**config.mk**
```make
export PLATFORM = sky130hd
export DESIGN_NAME = swb_cmd_unit
export DESIGN_NICKNAME = d
export VERILOG_FILES = /design/src/swb_pkg.sv /design/src/swb_cmd_unit.sv
export SDC_FILE = /design/constraint.sdc
export NUM_CORES = 1
export LEC_CHECK = 0
export BUFFER_PORTS_ARGS = -buffer_cell sky130_fd_sc_hd__buf_4
export CAP_MARGIN = 30
export CORE_MARGIN = 2
export CORE_UTILIZATION = 30
export CTS_CLUSTER_SIZE = 20
export DETAILED_ROUTE_END_ITERATION = 7
export HOLD_SLACK_MARGIN = 0.1
export PLACE_DENSITY_LB_ADDON = 0.2
export SYNTH_ARGS = -nofsm -noshare
export SYNTH_HDL_FRONTEND = slang
export SYNTH_SLANG_ARGS = --single-unit
export TNS_END_PERCENT = 1
```
**constraint.sdc**
```tcl
create_clock -name clk -period 7.55 [get_ports clk]
set_input_delay 0.755 -clock clk [delete_from_list [all_inputs] [get_ports clk]]
set_output_delay 0.755 -clock clk [all_outputs]
set_load 0.05 [all_outputs]
```
**src/swb_pkg.sv**
```systemverilog
/*
  Shared constants, types and timing figures for the single-wire bus command unit.
  Assumes a 125 MHz system clock; all times are held in ns and turned into cycles here or in the swb_cmd_unit parameters.
*/
package swb_pkg;

  localparam int CLK_MHZ = 125;

  function automatic int cyc_up(input int t_ns);
    int c;
    c = (t_ns * CLK_MHZ + 999) / 1000;
    return (c < 1) ? 1 : c;
  endfunction

  // Bus slot and reset figures in ns
  localparam int SLOT_REG_NS     = 65000;
  localparam int W0_LOW_REG_NS   = 60000;
  localparam int W1_LOW_REG_NS   = 8000;
  localparam int W1_LOW_FLEX_NS  = 12000;
  localparam int SAMP_REG_NS     = 15000;
  localparam int SAMP_FLEX_NS    = 22000;
  localparam int SLOT_HS_NS      = 10000;
  localparam int W0_LOW_HS_NS    = 7500;
  localparam int W1_LOW_HS_NS    = 1000;
  localparam int SAMP_HS_NS      = 2000;
  localparam int RST_LOW_REG_NS  = 512000;
  localparam int RST_SAMP_REG_NS = 584000;
  localparam int RST_END_REG_NS  = 1024000;
  localparam int RST_LOW_HS_NS   = 64000;
  localparam int RST_SAMP_HS_NS  = 72000;
  localparam int RST_END_HS_NS   = 128000;

  // Counts at or below 4096 cycles
  localparam int W1_LOW_REG_CYC  = cyc_up(W1_LOW_REG_NS);
  localparam int W1_LOW_FLEX_CYC = cyc_up(W1_LOW_FLEX_NS);
  localparam int SAMP_REG_CYC    = cyc_up(SAMP_REG_NS);
  localparam int SAMP_FLEX_CYC   = cyc_up(SAMP_FLEX_NS);
  localparam int SLOT_HS_CYC     = cyc_up(SLOT_HS_NS);
  localparam int W0_LOW_HS_CYC   = cyc_up(W0_LOW_HS_NS);
  localparam int W1_LOW_HS_CYC   = cyc_up(W1_LOW_HS_NS);
  localparam int SAMP_HS_CYC     = cyc_up(SAMP_HS_NS);

  localparam int TMR_W = 24;

  // Host byte codes
  localparam logic [7:0] CODE_DATA_MODE = 8'hE1;
  localparam logic [7:0] CODE_CMD_MODE  = 8'hE3;
  localparam logic [7:0] CODE_PULSE_END = 8'hF1;
  localparam logic [7:0] RESP_SB_HI     = 8'hEF;
  localparam logic [7:0] RESP_SB_LO     = 8'hEC;
  localparam logic [7:0] RESP_ARM_HI    = 8'hF6;
  localparam logic [7:0] RESP_ARM_LO    = 8'h76;
  localparam logic [7:0] RESP_RST_BASE  = 8'hCC;

  // Command field positions and function codes
  localparam int CMD_VAL = 4;
  localparam int CMD_OPT = 1;
  localparam logic [1:0] FN_SB    = 2'h0;
  localparam logic [1:0] FN_SAC   = 2'h1;
  localparam logic [1:0] FN_RST   = 2'h2;
  localparam logic [1:0] FN_PULSE = 2'h3;
  localparam logic [1:0] SPD_REG  = 2'h0;
  localparam logic [1:0] SPD_FLEX = 2'h1;
  localparam logic [1:0] SPD_HS   = 2'h2;
  localparam logic [1:0] PRES_SHORT = 2'h0;
  localparam logic [1:0] PRES_SEEN  = 2'h1;
  localparam logic [1:0] PRES_NONE  = 2'h3;

  // Register map and reset values
  localparam logic [7:0]  OFS_CTRL     = 8'h00;
  localparam logic [7:0]  OFS_SPU_LEN  = 8'h04;
  localparam logic [7:0]  OFS_PROG_LEN = 8'h08;
  localparam logic [7:0]  OFS_STATUS   = 8'h0C;
  localparam logic [0:0]  CTRL_RST     = 1'h1;
  localparam logic [23:0] SPU_LEN_RST  = 24'h00_F424;
  localparam logic [23:0] PROG_LEN_RST = 24'h00_0FA0;
  localparam int ST_MODE_LSB = 0;
  localparam int ST_SPD_LSB  = 3;
  localparam int ST_ARMED    = 5;
  localparam int ST_ACCEL    = 6;
  localparam int ST_ACC_ERR  = 7;
  localparam int ST_BUSY     = 8;

  typedef enum logic [5:0] {
    ST_IDLE  = 6'h01,
    ST_SLOT  = 6'h02,
    ST_RSTP  = 6'h04,
    ST_SEND  = 6'h08,
    ST_PULSE = 6'h10,
    ST_SEND2 = 6'h20
  } swb_state_t;

  typedef enum logic [4:0] {
    JOB_SB    = 5'h01,
    JOB_DATA  = 5'h02,
    JOB_ACC   = 5'h04,
    JOB_RST   = 5'h08,
    JOB_PULSE = 5'h10
  } swb_job_t;

  typedef enum logic [2:0] {
    MODE_CMD   = 3'h1,
    MODE_DATA  = 3'h2,
    MODE_CHECK = 3'h4
  } swb_mode_t;

  typedef struct packed {
    logic bus_o;
    logic bus_oe;
    logic spu_en;
    logic prog_en;
  } swb_drv_t;

  typedef struct packed {
    logic [TMR_W-1:0] low;
    logic [TMR_W-1:0] samp;
    logic [TMR_W-1:0] fin;
  } swb_tm_t;

endpackage

```
**src/swb_cmd_unit.sv**
```systemverilog
/*
  Command interpreter for a single-wire open-drain bus: host byte stream in, response
  bytes out, bus slots, reset pulses, strong pullup and programming pulse, search accelerator.
  Assumes an external UART that frames bytes, an AHB-Lite master and an external pin pad.
*/
// Function
// - Single Bit drives one slot at latched speed, bit 4 picks write value
// - Read slot uses the write-1 waveform and samples the bus
// - Single Bit reply echoes bits 7:2, both low bits carry sampled value
// - Single Bit bit 1 requests a strong pullup right after the slot
// - After that pullup a second reply EFh or ECh follows
// - Speed 00 and 11 regular, 01 flexible, 10 high speed
// - Accelerator command loads bit 4 into flag; data bytes become 12 slots
// - Accelerator command gives no reply and no bus activity
// - Accelerator command speed field takes effect at once
// - Pulse bit 4 selects 5V pullup or 12V programming pulse
// - Pulse bit 1 arms or disarms per-byte pullup in all combinations
// - In command mode F1h ends a running pulse early
// - Pulse reply only after end by timeout, load sensor or host
// - Pulse reply echoes bits 7:2, low bits undefined
// - Armed data byte pullup end reports F6h or 76h by MSB
// - Reset reply 11, reserved, 011, then presence code
// - Accelerated search: one reply byte per host byte, 16 per pass
// - Accelerator returns chosen path and conflict flag per bit
// - Per bit two read slots, a decision, one write slot
// - Bytes are 8 data bits, framing left to the UART
// - E1h and E3h switch modes and give no reply
// - Speed bits of Single Bit, accelerator and reset commands latch and apply immediately
module swb_cmd_unit
  import swb_pkg::*;
#(
  parameter int SLOT_REG_CYC     = swb_pkg::cyc_up(swb_pkg::SLOT_REG_NS),
  parameter int W0_LOW_REG_CYC   = swb_pkg::cyc_up(swb_pkg::W0_LOW_REG_NS),
  parameter int RST_LOW_REG_CYC  = swb_pkg::cyc_up(swb_pkg::RST_LOW_REG_NS),
  parameter int RST_SAMP_REG_CYC = swb_pkg::cyc_up(swb_pkg::RST_SAMP_REG_NS),
  parameter int RST_END_REG_CYC  = swb_pkg::cyc_up(swb_pkg::RST_END_REG_NS),
  parameter int RST_LOW_HS_CYC   = swb_pkg::cyc_up(swb_pkg::RST_LOW_HS_NS),
  parameter int RST_SAMP_HS_CYC  = swb_pkg::cyc_up(swb_pkg::RST_SAMP_HS_NS),
  parameter int RST_END_HS_CYC   = swb_pkg::cyc_up(swb_pkg::RST_END_HS_NS)
)(
  // Clock and reset
  input  wire logic             clk,
  input  wire logic             reset,
  // Host byte stream in
  input  wire logic [7:0]       rx_data,
  input  wire logic             rx_valid,
  output logic                  rx_ready,
  // Response byte stream out
  output logic [7:0]            tx_data,
  output logic                  tx_valid,
  input  wire logic             tx_ready,
  // Bus pin and drivers
  input  wire logic             bus_i,
  input  wire logic             demand_low,
  output swb_pkg::swb_drv_t     drv,
  // AHB-Lite slave
  input  wire logic             hsel,
  input  wire logic [31:0]      haddr,
  input  wire logic [1:0]       htrans,
  input  wire logic             hwrite,
  input  wire logic [2:0]       hsize,
  input  wire logic [31:0]      hwdata,
  input  wire logic             hready,
  output logic                  hreadyout,
  output logic                  hresp,
  output logic [31:0]           hrdata
);
  import swb_pkg::*;

  if (W0_LOW_REG_CYC >= SLOT_REG_CYC || SAMP_FLEX_CYC >= SLOT_REG_CYC ||
      RST_LOW_REG_CYC >= RST_SAMP_REG_CYC || RST_SAMP_REG_CYC >= RST_END_REG_CYC ||
      RST_LOW_HS_CYC >= RST_SAMP_HS_CYC || RST_SAMP_HS_CYC >= RST_END_HS_CYC ||
      RST_END_REG_CYC >= (1 << TMR_W))
  begin : g_bad_timing
    $error("swb_cmd_unit: inconsistent timing parameters");
  end

  swb_state_t        state;
  swb_job_t          job;
  swb_mode_t         mode;
  swb_tm_t           tm;
  logic [TMR_W-1:0]  tmr;
  logic [7:0]        cmd;
  logic [7:0]        dbyte;
  logic [7:0]        rbyte;
  logic [2:0]        bit_cnt;
  logic [1:0]        pos;
  logic [1:0]        phase;
  logic [1:0]        speed;
  logic              armed;
  logic              accel;
  logic              acc_err;
  logic              acc_b0;
  logic              acc_b1;
  logic              smp;
  logic              pulse_prog;
  logic              ctrl_dyn;
  logic [23:0]       spu_len;
  logic [23:0]       prog_len;
  logic              slot_val;
  logic              slot_end;
  logic              rx_take;
  logic              idle_take;
  logic              as_data;
  logic              as_cmd;
  logic              comm_ok;
  logic              do_sb;
  logic              do_sac;
  logic              do_rst;
  logic              do_pulse;
  logic              f1_take;
  logic              pulse_end;
  logic [23:0]       pulse_len;
  logic              acc_none;
  logic              acc_conf;
  logic              acc_b2;
  logic              acc_rn;
  logic              pulse_after;
  logic              dp_wr;
  logic              rd_pend;
  logic [7:0]        dp_addr;
  logic [31:0]       rd_mux;

  // Host byte decode
  assign rx_take   = rx_valid && rx_ready;
  assign idle_take = rx_take && (state == ST_IDLE);
  assign as_data   = idle_take && ((mode == MODE_DATA && rx_data != CODE_CMD_MODE) ||
                                   (mode == MODE_CHECK && rx_data == CODE_CMD_MODE));
  assign as_cmd    = idle_take && (mode == MODE_CMD ||
                                   (mode == MODE_CHECK && rx_data != CODE_CMD_MODE));
  assign comm_ok   = as_cmd && rx_data[7] && rx_data[0] && rx_data != CODE_DATA_MODE &&
                     rx_data != CODE_CMD_MODE && rx_data != CODE_PULSE_END;
  assign do_sb     = comm_ok && rx_data[6:5] == FN_SB;
  assign do_sac    = comm_ok && rx_data[6:5] == FN_SAC && !rx_data[CMD_OPT];
  assign do_rst    = comm_ok && rx_data[6:5] == FN_RST && !rx_data[CMD_OPT];
  assign do_pulse  = comm_ok && rx_data[6:5] == FN_PULSE && rx_data[3:2] == 2'h3;

  // Only F1h is taken while a pulse runs, and only in command mode
  assign rx_ready = ((state == ST_IDLE) && !tx_valid) ||
                    ((state == ST_PULSE) && mode == MODE_CMD &&
                     rx_data == CODE_PULSE_END);
  assign f1_take  = rx_take && (state == ST_PULSE);

  // Search decision for the current bit position
  assign acc_rn   = dbyte[{pos, 1'b1}];
  assign acc_none = acc_b0 && acc_b1;
  assign acc_conf = !acc_b0 && !acc_b1;
  assign acc_b2   = acc_none ? 1'b1 : (acc_conf ? acc_rn : acc_b0);

  always_comb
  begin
    case (job)
      JOB_SB:   slot_val = cmd[CMD_VAL];
      JOB_DATA: slot_val = dbyte[bit_cnt];
      JOB_ACC:  slot_val = (phase == 2'h2) ? acc_b2 : 1'b1;
      default:  slot_val = 1'b1;
    endcase
  end

  // Waveform figures by speed; 11 falls back to regular
  always_comb
  begin
    tm = '0;
    if (state == ST_RSTP)
    begin
      if (speed == SPD_HS)
      begin
        tm.low  = TMR_W'(RST_LOW_HS_CYC);
        tm.samp = TMR_W'(RST_SAMP_HS_CYC);
        tm.fin  = TMR_W'(RST_END_HS_CYC - 1);
      end
      else
      begin
        tm.low  = TMR_W'(RST_LOW_REG_CYC);
        tm.samp = TMR_W'(RST_SAMP_REG_CYC);
        tm.fin  = TMR_W'(RST_END_REG_CYC - 1);
      end
    end
    else if (speed == SPD_HS)
    begin
      tm.low  = slot_val ? TMR_W'(W1_LOW_HS_CYC) : TMR_W'(W0_LOW_HS_CYC);
      tm.samp = TMR_W'(SAMP_HS_CYC);
      tm.fin  = TMR_W'(SLOT_HS_CYC - 1);
    end
    else if (speed == SPD_FLEX)
    begin
      tm.low  = slot_val ? TMR_W'(W1_LOW_FLEX_CYC) : TMR_W'(W0_LOW_REG_CYC);
      tm.samp = TMR_W'(SAMP_FLEX_CYC);
      tm.fin  = TMR_W'(SLOT_REG_CYC - 1);
    end
    else
    begin
      tm.low  = slot_val ? TMR_W'(W1_LOW_REG_CYC) : TMR_W'(W0_LOW_REG_CYC);
      tm.samp = TMR_W'(SAMP_REG_CYC);
      tm.fin  = TMR_W'(SLOT_REG_CYC - 1);
    end
  end

  assign slot_end  = (state == ST_SLOT || state == ST_RSTP) && tmr == tm.fin;
  assign pulse_len = pulse_prog ? prog_len : spu_len;
  // Zero length means unlimited; not for use with per-byte pullup
  assign pulse_end = (state == ST_PULSE) &&
                     ((pulse_len != 24'h00_0000 && tmr >= pulse_len - 24'h00_0001) ||
                      (!pulse_prog && ctrl_dyn && demand_low) || f1_take);
  // Accelerated bytes never get the per-byte pullup
  assign pulse_after = (job == JOB_SB && cmd[CMD_OPT]) ||
                       (job == JOB_DATA && armed);

  // Sequencer
  always_ff @(posedge clk)
  begin
    if (reset)
    begin
      state      <= ST_IDLE;
      job        <= JOB_SB;
      tmr        <= '0;
      cmd        <= 8'h00;
      dbyte      <= 8'h00;
      bit_cnt    <= 3'h0;
      pos        <= 2'h0;
      phase      <= 2'h0;
      pulse_prog <= 1'b0;
    end
    else
    begin
      case (state)
        ST_IDLE:
        begin
          tmr     <= '0;
          bit_cnt <= 3'h0;
          pos     <= 2'h0;
          phase   <= 2'h0;
          if (as_data)
          begin
            dbyte <= rx_data;
            job   <= accel ? JOB_ACC : JOB_DATA;
            state <= ST_SLOT;
          end
          else if (do_sb)
          begin
            cmd   <= rx_data;
            job   <= JOB_SB;
            state <= ST_SLOT;
          end
          else if (do_rst)
          begin
            cmd   <= rx_data;
            job   <= JOB_RST;
            state <= ST_RSTP;
          end
          else if (do_pulse)
          begin
            cmd        <= rx_data;
            job        <= JOB_PULSE;
            pulse_prog <= rx_data[CMD_VAL];
            state      <= ST_PULSE;
          end
        end
        ST_SLOT, ST_RSTP:
        begin
          if (slot_end)
          begin
            tmr <= '0;
            if (job == JOB_DATA && bit_cnt != 3'h7)
              bit_cnt <= bit_cnt + 3'h1;
            else if (job == JOB_ACC && phase != 2'h2)
              phase <= phase + 2'h1;
            else if (job == JOB_ACC && pos != 2'h3)
            begin
              phase <= 2'h0;
              pos   <= pos + 2'h1;
            end
            else
              state <= ST_SEND;
          end
          else
            tmr <= tmr + 1'b1;
        end
        ST_SEND:
        begin
          tmr <= '0;
          if (!tx_valid)
          begin
            pulse_prog <= 1'b0;
            state      <= pulse_after ? ST_PULSE : ST_IDLE;
          end
        end
        ST_PULSE:
        begin
          if (pulse_end)
            state <= ST_SEND2;
          else
            tmr <= tmr + 1'b1;
        end
        ST_SEND2:
        begin
          if (!tx_valid)
            state <= ST_IDLE;
        end
        default:
          state <= ST_IDLE;
      endcase
    end
  end

  // Mode tracking; mode codes themselves draw no reply
  always_ff @(posedge clk)
  begin
    if (reset)
      mode <= MODE_CMD;
    else if (as_cmd)
      mode <= (rx_data == CODE_DATA_MODE) ? MODE_DATA : MODE_CMD;
    else if (idle_take && mode == MODE_DATA && rx_data == CODE_CMD_MODE)
      mode <= MODE_CHECK;
    else if (idle_take && mode == MODE_CHECK)
      mode <= MODE_DATA;
  end

  // Speed, arm and accelerator state
  always_ff @(posedge clk)
  begin
    if (reset)
    begin
      speed   <= SPD_REG;
      armed   <= 1'b0;
      accel   <= 1'b0;
      acc_err <= 1'b0;
    end
    else
    begin
      if (do_sb || do_sac || do_rst)
        speed <= rx_data[3:2];
      if (do_sac)
        accel <= rx_data[CMD_VAL];
      if (do_pulse)
        armed <= rx_data[CMD_OPT];
      // Error sticks until the accelerator is switched off
      if (slot_end && job == JOB_ACC && phase == 2'h2 && acc_none)
        acc_err <= 1'b1;
      else if (do_sac && !rx_data[CMD_VAL])
        acc_err <= 1'b0;
    end
  end

  // Bus sampling
  always_ff @(posedge clk)
  begin
    if (reset)
    begin
      smp    <= 1'b1;
      acc_b0 <= 1'b1;
      acc_b1 <= 1'b1;
    end
    else
    begin
      if ((state == ST_SLOT || state == ST_RSTP) && tmr == tm.samp)
        smp <= bus_i;
      if (slot_end && job == JOB_ACC && phase == 2'h0)
        acc_b0 <= smp;
      if (slot_end && job == JOB_ACC && phase == 2'h1)
        acc_b1 <= smp;
    end
  end

  // Response byte assembly
  always_ff @(posedge clk)
  begin
    if (reset)
      rbyte <= 8'h00;
    else if (slot_end)
    begin
      case (job)
        JOB_SB:
          rbyte <= {cmd[7:2], smp, smp};
        JOB_DATA:
          rbyte <= {smp, rbyte[7:1]};
        JOB_ACC:
          if (phase == 2'h2)
          begin
            rbyte[{pos, 1'b0}] <= acc_none || acc_conf;
            rbyte[{pos, 1'b1}] <= acc_err || acc_b2;
          end
        JOB_RST:
          if (!bus_i)
            rbyte <= RESP_RST_BASE | {6'h00, PRES_SHORT};
          else
            rbyte <= RESP_RST_BASE | {6'h00, smp ? PRES_NONE : PRES_SEEN};
        default:
          rbyte <= rbyte;
      endcase
    end
    else if (pulse_end)
    begin
      case (job)
        JOB_PULSE: rbyte <= {cmd[7:2], 2'h0};
        JOB_SB:    rbyte <= smp ? RESP_SB_HI : RESP_SB_LO;
        default:   rbyte <= rbyte[7] ? RESP_ARM_HI : RESP_ARM_LO;
      endcase
    end
  end

  // Response output; one byte per host data byte, two for an armed data byte with its pullup, keeps the host from overrunning
  always_ff @(posedge clk)
  begin
    if (reset)
    begin
      tx_valid <= 1'b0;
      tx_data  <= 8'h00;
    end
    else if ((state == ST_SEND || state == ST_SEND2) && !tx_valid)
    begin
      tx_valid <= 1'b1;
      tx_data  <= rbyte;
    end
    else if (tx_ready)
      tx_valid <= 1'b0;
  end

  // Pin drivers, registered
  always_ff @(posedge clk)
  begin
    if (reset)
      drv <= '0;
    else
    begin
      drv.bus_o   <= 1'b0;
      drv.bus_oe  <= (state == ST_SLOT || state == ST_RSTP) && tmr < tm.low;
      drv.spu_en  <= (state == ST_PULSE) && !pulse_end && !pulse_prog;
      drv.prog_en <= (state == ST_PULSE) && !pulse_end && pulse_prog;
    end
  end

  // AHB-Lite slave: writes zero wait, reads one wait state
  assign hreadyout = !rd_pend;
  assign hresp     = 1'b0;

  always_comb
  begin
    rd_mux = 32'h0000_0000;
    case (dp_addr)
      OFS_CTRL:     rd_mux = {31'h0000_0000, ctrl_dyn};
      OFS_SPU_LEN:  rd_mux = {8'h00, spu_len};
      OFS_PROG_LEN: rd_mux = {8'h00, prog_len};
      OFS_STATUS:
      begin
        rd_mux[ST_MODE_LSB +: 3] = mode;
        rd_mux[ST_SPD_LSB +: 2]  = speed;
        rd_mux[ST_ARMED]         = armed;
        rd_mux[ST_ACCEL]         = accel;
        rd_mux[ST_ACC_ERR]       = acc_err;
        rd_mux[ST_BUSY]          = state != ST_IDLE;
      end
      default:      rd_mux = 32'h0000_0000;
    endcase
  end

  always_ff @(posedge clk)
  begin
    if (reset)
    begin
      dp_wr   <= 1'b0;
      rd_pend <= 1'b0;
      dp_addr <= 8'h00;
      hrdata  <= 32'h0000_0000;
    end
    else
    begin
      dp_wr   <= hsel && hready && htrans[1] && hwrite;
      rd_pend <= hsel && hready && htrans[1] && !hwrite;
      if (hsel && hready && htrans[1])
        dp_addr <= (haddr[31:8] == 24'h00_0000) ? haddr[7:0] : 8'hFF;
      if (rd_pend)
        hrdata <= rd_mux;
    end
  end

  always_ff @(posedge clk)
  begin
    if (reset)
    begin
      ctrl_dyn <= CTRL_RST;
      spu_len  <= SPU_LEN_RST;
      prog_len <= PROG_LEN_RST;
    end
    else if (dp_wr)
    begin
      case (dp_addr)
        OFS_CTRL:     ctrl_dyn <= hwdata[0];
        OFS_SPU_LEN:  spu_len  <= hwdata[23:0];
        OFS_PROG_LEN: prog_len <= hwdata[23:0];
        default:      ctrl_dyn <= ctrl_dyn;
      endcase
    end
  end

endmodule

```
==> qor_table.md <==
| Item | Reported | Unit |
|:---|:---|:---|
| Synth Cell Area | 10300 | µm² |
| Number of antenna violations at the first check in global routing | 1 | - |
| Root Buffer | sky130_fd_sc_hd__clkbuf_16 | - |
| Placed wire-length estimate | 21900 | µm |
| Period utilization | 0.726 | - |
| Die area | 35700 | µm² |
| Top area cells in the synthesized netlist | sky130_fd_sc_hd__dfxtp_1 34%, sky130_fd_sc_hd__ha_1 7.4%, sky130_fd_sc_hd__nor2_1 6.2%, sky130_fd_sc_hd__nand2_1 5.7%, sky130_fd_sc_hd__mux2i_1 5.2% | - |
| Pin count of the biggest net entering global routing | 87 | - |
| VDD IR max | 0.125 | mV |
| Yosys top cell by area | sky130_fd_sc_hd__dfxtp_1 | - |
| Class of the most critical setup path | flop to flop | - |
| Fraction of power consumed by sequential logic | 0.434 | - |
| Worst path max stage delay | 0.62 | ns |
| Num rows | 67 | - |
| Post-synth top area share | 0.336 | - |
| Switching power of the nets | 654 | µW |
| Number of distinct library cells after synthesis | 85 | - |
| Logic depth of the worst register-to-register path | 17 | - |
| Type of the tightest min-delay check | input port to flop | - |
| Switching share of power | 0.299 | - |
| Post-Route Skew | 0.0125 | ns |
| Library cell contributing the largest single delay on the critical path | sky130_fd_sc_hd__dfxtp_2 | - |
| Number of global-route vias before repair | 8807 | - |
| Die width | 189 | µm |
| Tightest slew margin relative to the limit | 0.310 | - |
| Sum Neg Setup Slack | 0 | ns |
| Final routed DRC violation total | 0 | - |
| H-tree lvl count | 4 | - |
| Most frequent standard cell in the layout excluding fill and tap cells | sky130_fd_sc_hd__dfxtp_1 | - |
| Fin nets | 1491 | - |
| Sinks on Clock Net | 172 | - |
| Power per Cell Area | 181 | nW/µm² |
| Detailed Route Iter0 Violations | 537 | - |
| Final-report setup violation count | 0 | - |
| Cts hold-fix bufs | 0 | - |
| Largest driver fanout on the critical path | 35 | - |
| Post-synthesis area per instance | 8.02 | µm² |
| Vias/cell | 5.13 | - |
| Slew at the pin closest to its max-slew limit | 1.03 | ns |
| Count of antenna-violating nets left after detailed routing | 0 | - |
| Max Transition Viols Final | 0 | - |
| Outcome | finished clean | - |
| Number of instances resized during post-cts repair | 0 | - |
| Setup fix buffers added after clock tree synthesis | 0 | - |
| Clock share of power | 0.433 | - |
| Gp weighted congestion | 0.827 | - |
| Data arrival time of the worst path | 5.86 | ns |
| Sequential area share after synthesis | 0.336 | - |
| Clock input transition at the sequential cells of the worst setup and hold paths | 0.08 | ns |
| Crit start category | flop | - |
| Aggregate global routing overflow | 0 | - |
| Placeable core region | 33600 | µm² |
| Total I/O pin count | 134 | - |
| Leakage component of the power | 4.62 | nW |
| First-pass GRT wire length | 48400 | µm |
| FF+latch count, synth | 172 | - |
| Highest clock rate | 183 | MHz |
| Cell count of the worst hold path | 2 | - |
| Ordered cell list for the critical path | buf_4 > or4b_1 > o32ai_4 > nand2_2 > or3_1 > nor3_1 > xor2_1 > mux2i_1 > ha_1 > a21oi_1 > o21ai_0 > nor2_1 > o211ai_1 > a31oi_4 > o2111ai_1 > or3_1 > a21oi_1 | - |
| Initial cell density of the core | 0.305 | - |
| Worst-case hold slack | 0.465 | ns |
| Highest-count cells in the layout ignoring fill and taps | 171 x sky130_fd_sc_hd__dfxtp_1, 169 x sky130_fd_sc_hd__nor2_1, 157 x sky130_fd_sc_hd__nand2_1 | - |
| Primary flip-flop cell chosen by synthesis mapping | sky130_fd_sc_hd__dfxtp_1 | - |
| Cells after synthesis | 1279 | - |
| Cell Int Power | 1.53 | mW |
| Routed via count | 9266 | - |
| Average detailed-routed wire length per instance | 16.6 | µm |
| Required time of the critical path | 7.93 | ns |
| Setup repair after global routing missed its margin | no | - |
| Cts bufs inserted | 17 | - |
| Number of enable flip-flop cells after synthesis | 0 | - |
| Final hold viol count | 0 | - |
| Element type at the critical path end | flop | - |
| 1st-pass router iterations | 7 | - |
| Synthesis warning total | 0 | - |
| Clk buf depth | 2 | - |
| Die Y-Extent | 189 | µm |
| Sum of routed wire length over all layers | 29900 | µm |
| Ant diodes | 0 | - |
| Count of input and output buffers | 111 | - |
| Fraction of power consumed by combinational cells | 0.133 | - |
| Clock insertion delay at the later pin of the skew report | 0.45 | ns |
| Number of maximum-capacitance constraint violations | 0 | - |
| Total routing resource utilization after global routing | 0.169 | - |
| Fillers | 3494 | - |
| TritonCTS clock tree | done | - |
| Area Overhead vs Synth | 17.6 | % |
| Proportion of layout cells with a drive suffix above 1 | 0.136 | - |
| Async set-reset flop share out of synthesis | 0 | - |
| Post-route minimum period | 5.48 | ns |
-- registers in the layout, summed over array words and instances, names as in the netlist, 3 cells and up --
name and count:
spu_len 24, mode 3, dbyte 8, job 5, tx_data 8, state 6, bit_cnt 3, tmr 24
dp_addr 8, prog_len 24, rbyte 8, hrdata 24, drv 3, cmd 7
-- per-stage QoR --
| step | area (µm²) | utilization | instances | setup slack (ns) | total power, mW |
|---|---|---|---|---|---|
| 2_1_floorplan | 10300 | - | 1288 | 2.29 | 1.16 |
| 3_3_place_gp | 11400 | 0.338 | 1767 | 2.01 | 1.26 |
| 3_5_place_dp | 11400 | 0.340 | 1772 | 2.04 | 1.26 |
| 4_1_cts | 12000 | 0.358 | 1804 | 2.03 | 2.21 |
| 5_1_grt | 12100 | 0.359 | 1805 | 1.55 | 2.28 |
| 6_report | 12100 | 0.359 | 1805 | 2.07 | 2.19 |
-- path summary, 6_finish.rpt --
path                                  from         to  slack, ns
worst max-delay path            pulse_prog    tmr[23]       2.07
worst min-delay path                hwrite    rd_pend       0.46
worst max register to register  pulse_prog    tmr[23]       2.07
worst min register to register   hrdata[0]  hrdata[0]       0.47
-- logic make-up (layout without fill, tap and decap cells) --
family                     Yosys count  after routing  synth area share
AOI/OAI and AO/OA                  274            274             0.175
xor gates and xnor gates            52             52            0.0444
adders and majority gates           62             62            0.0754
buffers and inverters              111            180            0.0461
DFF                                172            172             0.336
muxes                               68             68            0.0726
other                                1             10          0.000366
and+or+nand+nor                    539            539             0.251
-- power by group through the flow --
stage / combinational, mW / sequential [mW] / clock, mW
2_1_floorplan: 0.199 / 0.962 / 0
3_3_place_gp: 0.286 / 0.970 / 0
3_5_place_dp: 0.292 / 0.970 / 0
4_1_cts: 0.293 / 0.948 / 0.972
5_1_grt: 0.323 / 0.951 / 1.00
6_report: 0.292 / 0.949 / 0.947
-- Yosys cell counts (all sizes together) (6+ instances only) --
| cell type | number |
|---|---|
| dfxtp | 172 |
| nor2 | 170 |
| nand2 | 158 |
| a21oi | 105 |
| clkbuf | 66 |
| ha | 61 |
| mux2i | 53 |
| nand3 | 47 |
| nor3 | 44 |
| o21ai | 44 |
| xor2 | 31 |
| inv | 24 |
| xnor2 | 21 |
| buf | 20 |
| a221oi | 16 |
| and3 | 15 |
| or3 | 14 |
| a211oi | 13 |
| a21o | 12 |
| nand4 | 12 |
| nor4 | 12 |
| o2111ai | 12 |
| a22oi | 11 |
| mux2 | 11 |
| nor2b | 9 |
| o211ai | 8 |
| o21a | 8 |
| or4 | 8 |
| a31oi | 7 |
| and2 | 6 |
| nor3b | 6 |
-- worst max-delay path: cells and delay by family (launching register included) --
family          cells  cell delay (ns)
compound gates      7             1.73
xor+xnor            1             0.17
fa+ha+maj           1             0.32
buf+inv             1             0.47
flops               1             0.62
mux                 1             0.11
simple gates        6             1.95
-- metal layers --
metal | up-vias | wire, µm | track usage
met3 | 19 | 1110 | 0.0235
met2 | 211 | 13000 | 0.261
met4 | 0 | 310 | 0.0421
li1 | 4709 | - | -
met5 | - | 0 | 0
met1 | 4327 | 15400 | 0.248
-- final cells by class --
type                    instances  area (µm²)  area share
flip-flops and latches        172        3440       0.285
well taps                     448         561      0.0465
multi-input cells            1005        6380       0.529
clock buffers                  17         425      0.0353
repair buffers                123         966      0.0800
clock inverters                15         194      0.0161
inverters                      25        93.8     0.00778
Power figures use the tool's default switching activity.
